--- src/rrp_pkg.sv ---
// ==================================================================
// sequencer constants
package rrp_pkg;

  // ==================================================================
  // register map: printed offsets are indices, byte address = 4 * index
  localparam int unsigned ADDR_W    = 18;
  localparam int unsigned IDX_W     = ADDR_W - 2;
  localparam logic [15:0] IDX_PWR   = 16'hDF17;
  localparam logic [15:0] IDX_TMH   = 16'hDF20;
  localparam logic [15:0] IDX_TML   = 16'hDF21;
  localparam logic [15:0] IDX_MSKH  = 16'hDF22;
  localparam logic [15:0] IDX_MSKL  = 16'hDF23;

  // ==================================================================
  // field positions
  localparam int unsigned PWR_STAT  = 4;
  localparam int unsigned PWR_REQ   = 3;
  localparam int unsigned MSKH_BIAS = 6;

  // ==================================================================
  // reset values
  localparam logic       RST_REQ    = 1'b1;
  localparam logic       RST_STAT   = 1'b1;
  localparam logic [2:0] RST_DLY    = 3'h4;
  localparam logic [7:0] RST_TMH    = 8'h7A;
  localparam logic [7:0] RST_TML    = 8'h94;
  localparam logic [7:0] RST_MSKH   = 8'hBF;
  localparam logic [7:0] RST_MSKL   = 8'h7F;

  // ==================================================================
  // timing counts
  localparam int unsigned CLK_PERIOD_PS = 4000;
  localparam int unsigned US_PS         = 1000000;
  localparam int unsigned US_CYCLES_DEF = US_PS / CLK_PERIOD_PS;
  localparam logic [11:0] RX_STEP_US    = 12'h005;
  // filter calibration: 6.5 symbols of 16 us, kept as half symbols
  localparam int unsigned SYMBOL_US     = 16;
  localparam int unsigned CAL_HALF_SYM  = 13;
  localparam logic [11:0] CAL_US        = 12'(CAL_HALF_SYM * SYMBOL_US / 2);

  typedef enum logic [2:0] {
    ST_IDLE, ST_RX_CAL, ST_RX_CHAIN, ST_RX_ON,
    ST_TX_LEAD, ST_TX_ON, ST_TX_TAIL
  } rrp_state_t;

  // regulator power-on delay in microseconds
  function automatic logic [11:0] reg_delay_us(input logic [2:0] sel);
    case (sel)
      3'h0:    reg_delay_us = 12'h000;
      3'h1:    reg_delay_us = 12'h01F;
      3'h2:    reg_delay_us = 12'h03F;
      3'h3:    reg_delay_us = 12'h07D;
      3'h4:    reg_delay_us = 12'h0FA;
      3'h5:    reg_delay_us = 12'h1F4;
      3'h6:    reg_delay_us = 12'h3E8;
      default: reg_delay_us = 12'h7D0;
    endcase
  endfunction

endpackage

--- src/rrp_radio_power_seq.sv ---
// Operation
// RULE1 - regulator powered down while request bit is 1; bit resets to 1
// RULE2 - read-only status bit 4 follows request after delay; resets to 1
// RULE3 - three-bit delay selects 0..2000 us power-on delay; resets to 100
// RULE4 - demodulator and AGC enabled 5 us steps after RX chain; resets 011
// RULE5 - RX chain starts only after 6.5 symbol filter calibration
// RULE6 - RX/TX switch raised programmed us before TX; resets to 110
// RULE7 - PA powered up programmed us before TX; split four-bit count
// RULE8 - RX/TX switch dropped programmed us after last chip; resets 010
// RULE9 - PA and modulator off programmed us after last chip; resets 100
// RULE10 - upper mask bit 7 gates VGA peak detector reset, resets to 1
// RULE11 - upper mask bit 5 gates PA bias balun control line
// RULE12 - upper mask bit 4 gates RX/TX select line
// RULE13 - bits 2,1 gate PA path power-downs; both high powers mixers down
// RULE14 - bit 3 gates prescaler, bit 0 gates TX DAC power-down
// RULE15 - lower mask bits 6..0 gate seven receive/synth power-downs
// RULE16 - reserved power bits 7:5 and lower mask bit 7 read zero
// RULE17 - each mask bit ANDs with its sequenced line
// RULE18 - timings counted by clock-derived timer restarted on its trigger
//
// Local design decision: the APB interface to the registers.
`timescale 1ns/1ps
`default_nettype none

module rrp_radio_power_seq #(
  parameter int unsigned US_CYCLES = rrp_pkg::US_CYCLES_DEF
) (
  input  wire logic                       pclk,
  input  wire logic                       presetn,
  input  wire logic                       psel,
  input  wire logic                       penable,
  input  wire logic                       pwrite,
  input  wire logic [rrp_pkg::ADDR_W-1:0] paddr,
  input  wire logic [31:0]                pwdata,
  output logic      [31:0]                prdata,
  output logic                            pready,
  output logic                            pslverr,
  input  wire logic                       rx_req,
  input  wire logic                       tx_req,
  input  wire logic                       tx_last_chip,
  output logic                            regulator_off_request,
  output logic                            delayed_regulator_off_status,
  output logic                            rx_chain_en,
  output logic                            demod_agc_en,
  output logic                            tx_en,
  output logic                            modulator_en,
  output logic                            gain_amp_peak_reset_n,
  output logic                            pa_bias_switch_ctrl,
  output logic                            rxtx_select,
  output logic                            prescaler_off,
  output logic                            pa_neg_path_off,
  output logic                            pa_pos_path_off,
  output logic                            up_mixer_off,
  output logic                            tx_dac_off,
  output logic                            filter_cal_osc_off,
  output logic                            charge_pump_off,
  output logic                            synth_vco_off,
  output logic                            rx_converters_off,
  output logic                            gain_amp_off,
  output logic                            rx_filter_off,
  output logic                            front_end_off
);
  import rrp_pkg::*;

  // ==================================================================
  // elaboration check
  if (US_CYCLES < 2) begin : g_bad_us
    $error("US_CYCLES must be at least 2");
  end

  localparam int unsigned PS_W = $clog2(US_CYCLES);
  localparam logic [PS_W-1:0] PS_LAST = PS_W'(US_CYCLES - 1);

  // ==================================================================
  // registers
  logic [2:0]  regulator_on_delay_select;
  logic [7:0]  tmh;
  logic [7:0]  tml;
  logic [6:0]  mskh;   // register bit 6 is not stored and reads zero; mskh[6] holds bit 7
  logic [6:0]  mskl;

  logic [2:0]  rx_chain_to_demod_time;
  logic [2:0]  switch_lead_time;
  logic [3:0]  pa_on_lead_time;
  logic [2:0]  tx_end_switch_off_time;
  logic [2:0]  tx_end_pa_off_time;

  assign rx_chain_to_demod_time = tmh[7:5];
  assign switch_lead_time       = tmh[4:2];
  assign pa_on_lead_time        = {tmh[1:0], tml[7:6]}; // RULE7
  assign tx_end_switch_off_time = tml[5:3];
  assign tx_end_pa_off_time     = tml[2:0];

  // ==================================================================
  // apb slave: zero wait states, read data captured in setup cycle
  function automatic logic hit(input logic [ADDR_W-1:0] a, input logic [15:0] idx);
    hit = (a[1:0] == 2'h0) && (a[ADDR_W-1:2] == IDX_W'(idx));
  endfunction

  logic       wr;
  logic       mapped;
  logic [7:0] rd_val;

  assign wr      = psel & penable & pwrite;
  assign pready  = 1'b1;
  assign pslverr = psel & penable & ~mapped;

  // read mux; reserved bits come back as zero
  always_comb begin
    mapped = 1'b1;
    rd_val = 8'h00;
    if (hit(paddr, IDX_PWR)) begin
      rd_val = {3'h0, delayed_regulator_off_status, regulator_off_request,
                regulator_on_delay_select}; // RULE16
    end else if (hit(paddr, IDX_TMH)) begin
      rd_val = tmh;
    end else if (hit(paddr, IDX_TML)) begin
      rd_val = tml;
    end else if (hit(paddr, IDX_MSKH)) begin
      rd_val = {mskh[6], 1'b0, mskh[5:0]};
    end else if (hit(paddr, IDX_MSKL)) begin
      rd_val = {1'b0, mskl}; // RULE16
    end else begin
      mapped = 1'b0;
    end
  end

  always_ff @(posedge pclk or negedge presetn) begin
    if (!presetn) begin
      prdata <= 32'h0000_0000;
    end else if (psel && !penable) begin
      prdata <= {24'h00_0000, rd_val};
    end
  end

  // register writes; status bit is never written by software
  always_ff @(posedge pclk or negedge presetn) begin
    if (!presetn) begin
      regulator_off_request     <= RST_REQ;
      regulator_on_delay_select <= RST_DLY;
      tmh                       <= RST_TMH;
      tml                       <= RST_TML;
      mskh                      <= {RST_MSKH[7], RST_MSKH[5:0]};
      mskl                      <= RST_MSKL[6:0];
    end else if (wr) begin
      if (hit(paddr, IDX_PWR)) begin
        regulator_off_request     <= pwdata[PWR_REQ]; // RULE1
        regulator_on_delay_select <= pwdata[2:0];
      end else if (hit(paddr, IDX_TMH)) begin
        tmh <= pwdata[7:0];
      end else if (hit(paddr, IDX_TML)) begin
        tml <= pwdata[7:0];
      end else if (hit(paddr, IDX_MSKH)) begin
        mskh <= {pwdata[7], pwdata[5:0]};
      end else if (hit(paddr, IDX_MSKL)) begin
        mskl <= pwdata[6:0];
      end
    end
  end

  // ==================================================================
  // regulator status: power-down shows at once, power-up after delay
  logic            req_q;
  logic            reg_wait;
  logic [PS_W-1:0] reg_ps;
  logic [11:0]     reg_us;
  logic [11:0]     reg_dly;

  assign reg_dly = reg_delay_us(regulator_on_delay_select); // RULE3

  always_ff @(posedge pclk or negedge presetn) begin
    if (!presetn) begin
      req_q                        <= RST_REQ;
      reg_wait                     <= 1'b0;
      reg_ps                       <= '0;
      reg_us                       <= 12'h000;
      delayed_regulator_off_status <= RST_STAT;
    end else begin
      req_q <= regulator_off_request;
      if (regulator_off_request) begin
        // going down needs no settling time
        reg_wait                     <= 1'b0;
        delayed_regulator_off_status <= 1'b1; // RULE2
      end else if (req_q) begin
        // power-up request: restart the delay timer
        reg_wait <= 1'b1; // RULE18
        reg_ps   <= '0;
        reg_us   <= 12'h000;
      end else if (reg_wait) begin
        if (reg_us >= reg_dly) begin
          reg_wait                     <= 1'b0;
          delayed_regulator_off_status <= 1'b0; // RULE2
        end else if (reg_ps == PS_LAST) begin
          reg_ps <= '0;
          reg_us <= reg_us + 12'h001;
        end else begin
          reg_ps <= reg_ps + PS_W'(1);
        end
      end
    end
  end

  // ==================================================================
  // rx/tx sequencer
  rrp_state_t      state;
  rrp_state_t      next_state;
  logic [PS_W-1:0] seq_ps;
  logic [11:0]     seq_us;
  logic [11:0]     lead_us;
  logic [11:0]     left_us;
  logic [11:0]     sw_lead;
  logic [11:0]     pa_lead;
  logic [11:0]     sw_tail;
  logic [11:0]     pa_tail;
  logic [11:0]     rx_wait_us;

  assign sw_lead    = {9'h000, switch_lead_time};
  assign pa_lead    = {8'h00, pa_on_lead_time};
  assign sw_tail    = {9'h000, tx_end_switch_off_time};
  assign pa_tail    = {9'h000, tx_end_pa_off_time};
  assign lead_us    = (sw_lead > pa_lead) ? sw_lead : pa_lead;
  assign left_us    = lead_us - seq_us;
  assign rx_wait_us = {9'h000, rx_chain_to_demod_time} * RX_STEP_US; // RULE4

  // next state; tx request wins over receive except when ST_TX_TAIL ends, regulator off wins all
  always_comb begin
    next_state = state;
    case (state)
      ST_IDLE: begin
        if (tx_req) begin
          next_state = ST_TX_LEAD;
        end else if (rx_req) begin
          next_state = ST_RX_CAL;
        end
      end
      ST_RX_CAL: begin
        if (tx_req) begin
          next_state = ST_TX_LEAD;
        end else if (!rx_req) begin
          next_state = ST_IDLE;
        end else if (seq_us >= CAL_US) begin
          next_state = ST_RX_CHAIN; // RULE5
        end
      end
      ST_RX_CHAIN: begin
        if (tx_req) begin
          next_state = ST_TX_LEAD;
        end else if (!rx_req) begin
          next_state = ST_IDLE;
        end else if (seq_us >= rx_wait_us) begin
          next_state = ST_RX_ON; // RULE4
        end
      end
      ST_RX_ON: begin
        if (tx_req) begin
          next_state = ST_TX_LEAD;
        end else if (!rx_req) begin
          next_state = ST_IDLE;
        end
      end
      ST_TX_LEAD: begin
        if (seq_us >= lead_us) begin
          next_state = ST_TX_ON;
        end
      end
      ST_TX_ON: begin
        if (tx_last_chip) begin
          next_state = ST_TX_TAIL;
        end
      end
      ST_TX_TAIL: begin
        if (seq_us >= sw_tail && seq_us >= pa_tail) begin
          next_state = rx_req ? ST_RX_CAL : ST_IDLE;
        end
      end
      default: next_state = ST_IDLE;
    endcase
    if (delayed_regulator_off_status) begin
      next_state = ST_IDLE;
    end
  end

  always_ff @(posedge pclk or negedge presetn) begin
    if (!presetn) begin
      state <= ST_IDLE;
    end else begin
      state <= next_state;
    end
  end

  // microsecond timer, restarted on every state entry
  always_ff @(posedge pclk or negedge presetn) begin
    if (!presetn) begin
      seq_ps <= '0;
      seq_us <= 12'h000;
    end else if (next_state != state) begin
      seq_ps <= '0; // RULE18
      seq_us <= 12'h000;
    end else if (seq_ps == PS_LAST) begin
      seq_ps <= '0;
      if (seq_us != 12'hFFF) begin
        seq_us <= seq_us + 12'h001;
      end
    end else begin
      seq_ps <= seq_ps + PS_W'(1);
    end
  end

  // ==================================================================
  // sequenced control lines before masking
  logic sw_on;
  logic pa_on;
  logic mod_on;
  logic rx_on;
  logic rx_filt;
  logic reg_dn;

  assign sw_on   = (state == ST_TX_LEAD && left_us <= sw_lead) || // RULE6
                   state == ST_TX_ON ||
                   (state == ST_TX_TAIL && seq_us < sw_tail); // RULE8
  assign pa_on   = (state == ST_TX_LEAD && left_us <= pa_lead) || // RULE7
                   state == ST_TX_ON ||
                   (state == ST_TX_TAIL && seq_us < pa_tail); // RULE9
  assign mod_on  = state == ST_TX_ON ||
                   (state == ST_TX_TAIL && seq_us < pa_tail); // RULE9
  assign rx_on   = state == ST_RX_CHAIN || state == ST_RX_ON;
  assign rx_filt = rx_on || state == ST_RX_CAL;
  assign reg_dn  = delayed_regulator_off_status;

  // ==================================================================
  // sequenced and masked outputs from flops so the analog side sees no glitch
  always_ff @(posedge pclk or negedge presetn) begin
    if (!presetn) begin
      rx_chain_en           <= 1'b0;
      demod_agc_en          <= 1'b0;
      tx_en                 <= 1'b0;
      modulator_en          <= 1'b0;
      gain_amp_peak_reset_n <= 1'b0;
      pa_bias_switch_ctrl   <= 1'b0;
      rxtx_select           <= 1'b0;
      prescaler_off         <= 1'b1;
      pa_neg_path_off       <= 1'b1;
      pa_pos_path_off       <= 1'b1;
      up_mixer_off          <= 1'b1;
      tx_dac_off            <= 1'b1;
      filter_cal_osc_off    <= 1'b1;
      charge_pump_off       <= 1'b1;
      synth_vco_off         <= 1'b1;
      rx_converters_off     <= 1'b1;
      gain_amp_off          <= 1'b1;
      rx_filter_off         <= 1'b1;
      front_end_off         <= 1'b1;
    end else begin
      rx_chain_en           <= rx_on; // RULE5
      demod_agc_en          <= state == ST_RX_ON; // RULE4
      tx_en                 <= state == ST_TX_ON;
      modulator_en          <= mod_on;
      gain_amp_peak_reset_n <= rx_on & mskh[6]; // RULE10 RULE17
      pa_bias_switch_ctrl   <= sw_on & mskh[5]; // RULE11 RULE17
      rxtx_select           <= sw_on & mskh[4]; // RULE12 RULE17
      prescaler_off         <= reg_dn & mskh[3]; // RULE14 RULE17
      pa_neg_path_off       <= ~pa_on & mskh[2]; // RULE13 RULE17
      pa_pos_path_off       <= ~pa_on & mskh[1]; // RULE13 RULE17
      up_mixer_off          <= ~pa_on & mskh[2] & mskh[1]; // RULE13
      tx_dac_off            <= ~mod_on & mskh[0]; // RULE14 RULE17
      filter_cal_osc_off    <= (state != ST_RX_CAL) & mskl[6]; // RULE15
      charge_pump_off       <= reg_dn & mskl[5]; // RULE15 RULE17
      synth_vco_off         <= reg_dn & mskl[4]; // RULE15 RULE17
      rx_converters_off     <= ~rx_on & mskl[3]; // RULE15 RULE17
      gain_amp_off          <= ~rx_on & mskl[2]; // RULE15 RULE17
      rx_filter_off         <= ~rx_filt & mskl[1]; // RULE15 RULE17
      front_end_off         <= ~rx_on & mskl[0]; // RULE15 RULE17
    end
  end

endmodule

`default_nettype wire

--- config.mk ---
export PLATFORM = sky130hd
export DESIGN_NAME = rrp_radio_power_seq
export DESIGN_NICKNAME = d
export VERILOG_FILES = /design/src/rrp_pkg.sv /design/src/rrp_radio_power_seq.sv
export SDC_FILE = /design/constraint.sdc
export NUM_CORES = 1
export LEC_CHECK = 0
export CORE_MARGIN = 4
export CORE_UTILIZATION = 25
export DETAILED_ROUTE_END_ITERATION = 12
export DONT_BUFFER_PORTS = 1
export GPL_ROUTABILITY_DRIVEN = 0
export PLACE_DENSITY_LB_ADDON = 0.08
export SLEW_MARGIN = 20
export SYNTH_ARGS = -nofsm -noshare
export SYNTH_HDL_FRONTEND = slang
export SYNTH_SLANG_ARGS = --single-unit
--- constraint.sdc ---
create_clock -name pclk -period 6.7 [get_ports pclk]
set_clock_uncertainty 0.15 [all_clocks]
set_input_delay 0.67 -clock pclk [delete_from_list [all_inputs] [get_ports pclk]]
set_output_delay 0.67 -clock pclk [all_outputs]
set_load 0.05 [all_outputs]
Word level (Yosys, flattened, before mapping)

Index checks and enable logic that the tools add are counted.

Memories: 0
Latch bits: 0
Flip-flop bits (word level): 107
Logic and storage cells: 189
Memory bits (writable): 0
Bits of input ports: 58
ROM bits: 0

Shifts and indexed selects: 0
Equal/unequal tests: 24
Multiply operators: 1
Divide/modulo/power cells: 0
Bitwise logic cells: 28
Reductions and logical operators: 37
Order comparisons: 11
Add/sub/neg operators: 5
Mux-type cells: 49

Operators by type and width:

| cell                                                                    | count |
|---|---|
| 12-bit two-way mux                                                      | 7 |
| 16-bit == test (second input constant)                                  | 5 |
| 8-bit two-way mux                                                       | 10 |
| 11-bit one-hot mux with 7 select lines                                  | 1 |
| 3-bit two-way mux                                                       | 14 |
| 12-bit by 1-bit adder with 12-bit output (second input constant)        | 2 |
| 12-bit by 3-bit >= comparator with 1-bit output                         | 2 |
| 12-bit by 3-bit less-than comparator with 1-bit output                  | 2 |
| 3-bit one-hot mux with 7 select lines                                   | 1 |
| 1-bit bitwise AND                                                       | 18 |
| 3-bit == test (second input constant)                                   | 6 |
| 8-bit by 1-bit adder with 8-bit output (second input constant)          | 2 |
| 8-bit == test (second input constant)                                   | 2 |
| 1-bit two-way mux                                                       | 14 |
| 3-bit by 2-bit == test with 1-bit output (second input constant)        | 4 |
| 12-bit >= comparator                                                    | 1 |
| 12-bit by 4-bit >= comparator with 1-bit output                         | 1 |
| 12-bit by 6-bit >= comparator with 1-bit output                         | 1 |
| 12-bit by 7-bit >= comparator with 1-bit output (second input constant) | 1 |
| 12-bit by 3-bit less-or-equal comparator with 1-bit output              | 1 |
| 12-bit by 4-bit less-or-equal comparator with 1-bit output              | 1 |
| 12-bit != test (second input constant)                                  | 1 |
| 2-bit nonzero test                                                      | 6 |
| 4-bit by 12-bit subtractor with 12-bit output                           | 1 |
| other kinds (19)                                                        | 51 |

Longest topological paths before layout

Depth after elaboration: 10
Mapped depth: 18
Depth with buffers taken out: 18

Worst setup path after synthesis

OpenSTA, ideal clock, no wires.

Kind: reg-to-reg
Start point: register tml[7]
End point: register seq_ps[2]
Arrival time: 3.701 ns
Path slack: 2.753 ns
Clock period less this slack: 3.947 ns
Path buffers: 1
Stages on the path, launching flop included: 17
Required time: 6.453 ns
Library setup time: 0.097 ns
Path through: dfstp_2 -> inv_1 -> ha_1 -> a21o_1 -> a21oi_1 -> a311oi_1 -> mux2i_1 -> ha_1 -> inv_1 -> fa_1 -> a211oi_1 -> nor4_1 -> a311oi_1 -> or4_4 -> xor2_1 -> buf_6 -> nor4_2

Word-level cells in the longest chain between the ends: 8

RTL lines:

| item                                                     | line                       | RTL |
|---|---|---|
| from (decl)                                              | rrp_radio_power_seq.sv:78  | `logic [7:0] tml;` |
| from (signal assigned)                                   | rrp_radio_power_seq.sv:152 | `tml <= pwdata[7:0];` |
| 3-bit by 4-bit greater-than comparator with 1-bit output | rrp_radio_power_seq.sv:221 | `assign lead_us = (sw_lead > pa_lead) ? sw_lead : pa_lead;` |
| 4-bit two-way mux (*)                                    | rrp_radio_power_seq.sv:221 |  |
| 12-bit by 4-bit >= comparator with 1-bit output (*)      | rrp_radio_power_seq.sv:262 | `if (seq_us >= lead_us) begin` |
| 3-bit two-way mux (*)                                    | rrp_radio_power_seq.sv:262 |  |
| 3-bit one-hot mux with 7 select lines (*)                | rrp_radio_power_seq.sv:228 | `case (state)` |
| 3-bit two-way mux (*)                                    | rrp_radio_power_seq.sv:278 | `if (delayed_regulator_off_status) begin` |
| net next_state[0]                                        | rrp_radio_power_seq.sv:206 | `rrp_state_t next_state;` |
| 3-bit != test (*)                                        | rrp_radio_power_seq.sv:296 | `end else if (next_state != state) begin` |
| 8-bit two-way mux (*)                                    | rrp_radio_power_seq.sv:296 |  |
| to (signal assigned)                                     | rrp_radio_power_seq.sv:305 | `seq_ps <= seq_ps + PS_W'(1);` |
| to (decl)                                                | rrp_radio_power_seq.sv:207 | `logic [PS_W-1:0] seq_ps;` |

The timed path passes the listed nets; every way through them passes the cells marked *.
A chain may end at the register's enable or synchronous reset.

Worst setup path in the final report

Start point: register tml[7]
End point: register seq_us[1]

Word-level cells in the longest chain between the ends: 9
Elaborated cells between the ends (all ways): 11
Those cells by class: order compare: 2; eq/ne: 1; mux: 5; reduce/logical: 3

RTL lines:

| item                                                     | line                       | RTL |
|---|---|---|
| 3-bit by 4-bit greater-than comparator with 1-bit output | rrp_radio_power_seq.sv:221 |  |
| 4-bit two-way mux (*)                                    | rrp_radio_power_seq.sv:221 |  |
| 12-bit by 4-bit >= comparator with 1-bit output (*)      | rrp_radio_power_seq.sv:262 |  |
| 3-bit two-way mux (*)                                    | rrp_radio_power_seq.sv:262 |  |
| 3-bit one-hot mux with 7 select lines (*)                | rrp_radio_power_seq.sv:228 |  |
| 3-bit two-way mux (*)                                    | rrp_radio_power_seq.sv:278 |  |
| net next_state[0]                                        | rrp_radio_power_seq.sv:206 |  |
| 3-bit != test (*)                                        | rrp_radio_power_seq.sv:296 |  |
| 2-bit nonzero test (no line)                             | n/a                        |  |
| 2-bit AND reduction (no line)                            | n/a                        |  |
| to (signal assigned)                                     | rrp_radio_power_seq.sv:302 | `seq_us <= seq_us + 12'h001;` |
| to (decl)                                                | rrp_radio_power_seq.sv:208 | `logic [11:0] seq_us;` |

Marks and branches as above.

==> results_dict.tcl <==
set metrics [dict create \
    synth-simple-area-share 0.191 \
    drv_slew 0 \
    r2r_setup_slack_ns 1.96 \
    place_ws_ns 1.97 \
    fp.coreArea_um2 26200 \
    syn-mean-instance-area_um2 9.84 \
    ys.flop_type "dfrtp_1" \
    ys_top_cells_by_area "dfrtp_1, dfstp_2, ha_1" \
    die_x_um 172 \
    worst_ep_arrival_time_ns 4.80 \
    ys_ff_latch 107 \
    cts.sinks 107 \
    synth_top_family_by_area "simple AND/OR/NAND/NOR gates" \
    drive_gt1_frac 0.178 \
    cts_tree "done" \
    syn_to_final_growth_pct 8.97 \
    hold_viol 0 \
    grt_max_degree 102 \
    leakagePower_nw 3.12 \
    h-tree-depth 3 \
    synthXorXnorAreaFrac 0.0288 \
    diodes 0 \
    rr_endpoint "seq_us[1]" \
    end_kind "flip-flop" \
    min_period_ns 4.74 \
    p_int_w 0.000928 \
    synthAdderAreaFrac 0.0927 \
    worstMarginPinSlew_ns 0.890 \
    syn-cell-area_um2 6700 \
    synth_cell_type_count 63 \
    p_sw_frac 0.279 \
    synth_edf_count 0 \
    synth_most_common_cell "dfrtp_1" \
    irDropWorstVdd_mv 0.111 \
    synthArstFlopShare 1.00 \
    grt_pass1_wl_um 29700 \
    detail-route-antenna-nets 0 \
    synth_commonest_cells "dfrtp_1, nand2_1, ha_1" \
    ys_warn_count 0 \
    reg2reg_from "tml[7]" \
    setup_viol 0 \
    muxShareOfSynthArea 0.0788 \
    min_path_type "input pin to async pin" \
    pwr-share-clk 0.454 \
    ios 113 \
    cp_max_fo 20 \
    slew_headroom 0.405 \
    p_sw_w 0.000359 \
    grt_pass1_vias 5199 \
    maxClockFrequency_mhz 211 \
    grt_overflow 0 \
    finalCritPeriodShare 0.707 \
    cts_buffer_depth 2 \
    crit_path_start_kind "flip-flop" \
    postCtsHoldBufs 2 \
    dr_total_vias 4938 \
    sequentialPowerShare 0.502 \
    synthCells 681 \
    synth_compound_area_frac 0.133 \
    outcome "finished clean" \
    powerDensity_nw_per_um2 176 \
    cts_setup_buffers 0 \
    antenna_found_initial 0 \
    first_pass_iters 4 \
    setup_tns_ns 0 \
    setup_slack_ns 1.96 \
    synth_top_area_cell "dfrtp_1" \
    start_util 0.256 \
    drt_iter0_drc 241 \
    crit_path_end "seq_us[1]" \
    rr_worst_depth 15 \
    drv_cap 0 \
    port_buffers 0 \
    routed_wirelength_um 18500 \
    worstPathRequired_ns 6.76 \
    drc 0 \
    p_comb_frac 0.044 \
    dpl.hpwl_um 13300 \
    synth_top_area_share 0.258 \
    fp.dieH_um 172 \
    num_rows 59 \
    nNetsFinal 771 \
    grt_setup_unrepaired "false" \
    yosysSeqAreaShare 0.407 \
    critPathLaunch "tml[7]" \
    post_cts_resized 0 \
    vias_per_cell 4.92 \
    path_clk_slew_ns 0.10 \
    numCtsBuffers 9 \
    root_buffer "clkbuf_16" \
    wl_per_cell_um 18.4 \
    grt_usage 0.130 \
    crit_type "flip-flop to flip-flop" \
    dieArea_um2 29500 \
    clock_latency_ns 0.37 \
]
## critical path, cell delays in order, from the launching register on
cell and delay, ns:
dfstp_2 0.55, inv_1 0.08, ha_1 0.30, a21o_1 0.11
a21oi_1 0.05, a311oi_1 0.55, mux2i_1 0.22, ha_1 0.22
inv_1 0.06, fa_1 0.23, a211oi_1 0.10, nor4_1 0.46
a311oi_1 0.19, or4_4 0.55, xor2_4 0.61, nor3_1 0.14
## metal layers
layer | wire (um) | global-route usage | vias up
met5 | 0 | 0 | -
met4 | 255 | 0.0375 | 0
met3 | 489 | 0.0179 | 14
met2 | 9120 | 0.226 | 81
met1 | 8620 | 0.168 | 2448
li1 | - | - | 2395
## cell type report
class / instances / area (um2)
fillers: 2724 / 18900
multi-input cells: 507 / 3650
flip-flops and latches: 107 / 2730
well taps: 335 / 419
clock buffers: 9 / 225
inverters: 34 / 128
clock inverters: 7 / 93.8
repair buffers: 5 / 60.1
## worst min-delay path by stage
| stage | to | slack, ns | cells past startpoint |
|---|---|---|---|
| finish | prdata[5] | 0.08 | 1 |
| global placement | pa_bias_switch_ctrl | 0.23 | 0 |
| detailed placement | prdata[5] | 0.23 | 0 |
| floorplan | demod_agc_en | 0.22 | 0 |
| global route | prdata[5] | 0.11 | 1 |
| CTS | pa_bias_switch_ctrl | 0.10 | 1 |
## state kept, by name, indices dropped and copies added, names as in the netlist, 3 cells and up
register	flops
mskh	7
mskl	7
prdata	8
reg_ps	8
reg_us	12
regulator_on_delay_select	3
seq_ps	8
seq_us	12
state	3
tmh	8
tml	8
## power by group through the flow
stage          clock network [W]  registers, W  logic [W]
4_1_cts                 0.000614      0.000647  0.0000580
5_1_grt                 0.000636      0.000647  0.0000619
3_3_place_gp                   0      0.000659  0.0000403
6_report                0.000584      0.000647  0.0000565
3_5_place_dp                   0      0.000659  0.0000402
2_1_floorplan                  0      0.000659  0.0000516
## cell usage in the layout, fill, tap and decap left out, types with 25 or more instances in the layout
master and count:
nor2_1 39, conb_1 25, o21ai_0 29, mux2_2 36, ha_1 48, inv_1 34, dfstp_2 38, a21oi_1 26
nand2_1 51, dfrtp_1 69
## per-stage QoR
step | cell area, um2 | total power (W) | std cells | util | hold WS, ns
5_1_grt | 7300 | 0.00134 | 1004 | 0.278 | 0.112
4_1_cts | 7290 | 0.00132 | 1004 | 0.278 | 0.101
3_3_place_gp | 6930 | 0.000699 | 986 | 0.264 | 0.229
6_report | 7300 | 0.00129 | 1004 | 0.278 | 0.0773
3_5_place_dp | 6940 | 0.000699 | 986 | 0.265 | 0.230
2_1_floorplan | 6780 | 0.000710 | 704 | - | 0.224
## logic make-up (layout without fill, tap and decap cells)
kind of cell	after synthesis	count (layout)
adder cells (fa/ha/maj)	49	49
other	2	25
AND/OR/NAND/NOR	231	231
flip-flops	107	107
XOR/XNOR	22	22
AO/OA/AOI/OAI	133	133
buffers and inverters	90	55
multiplexers	47	47
(Power assumes the default switching activity.)
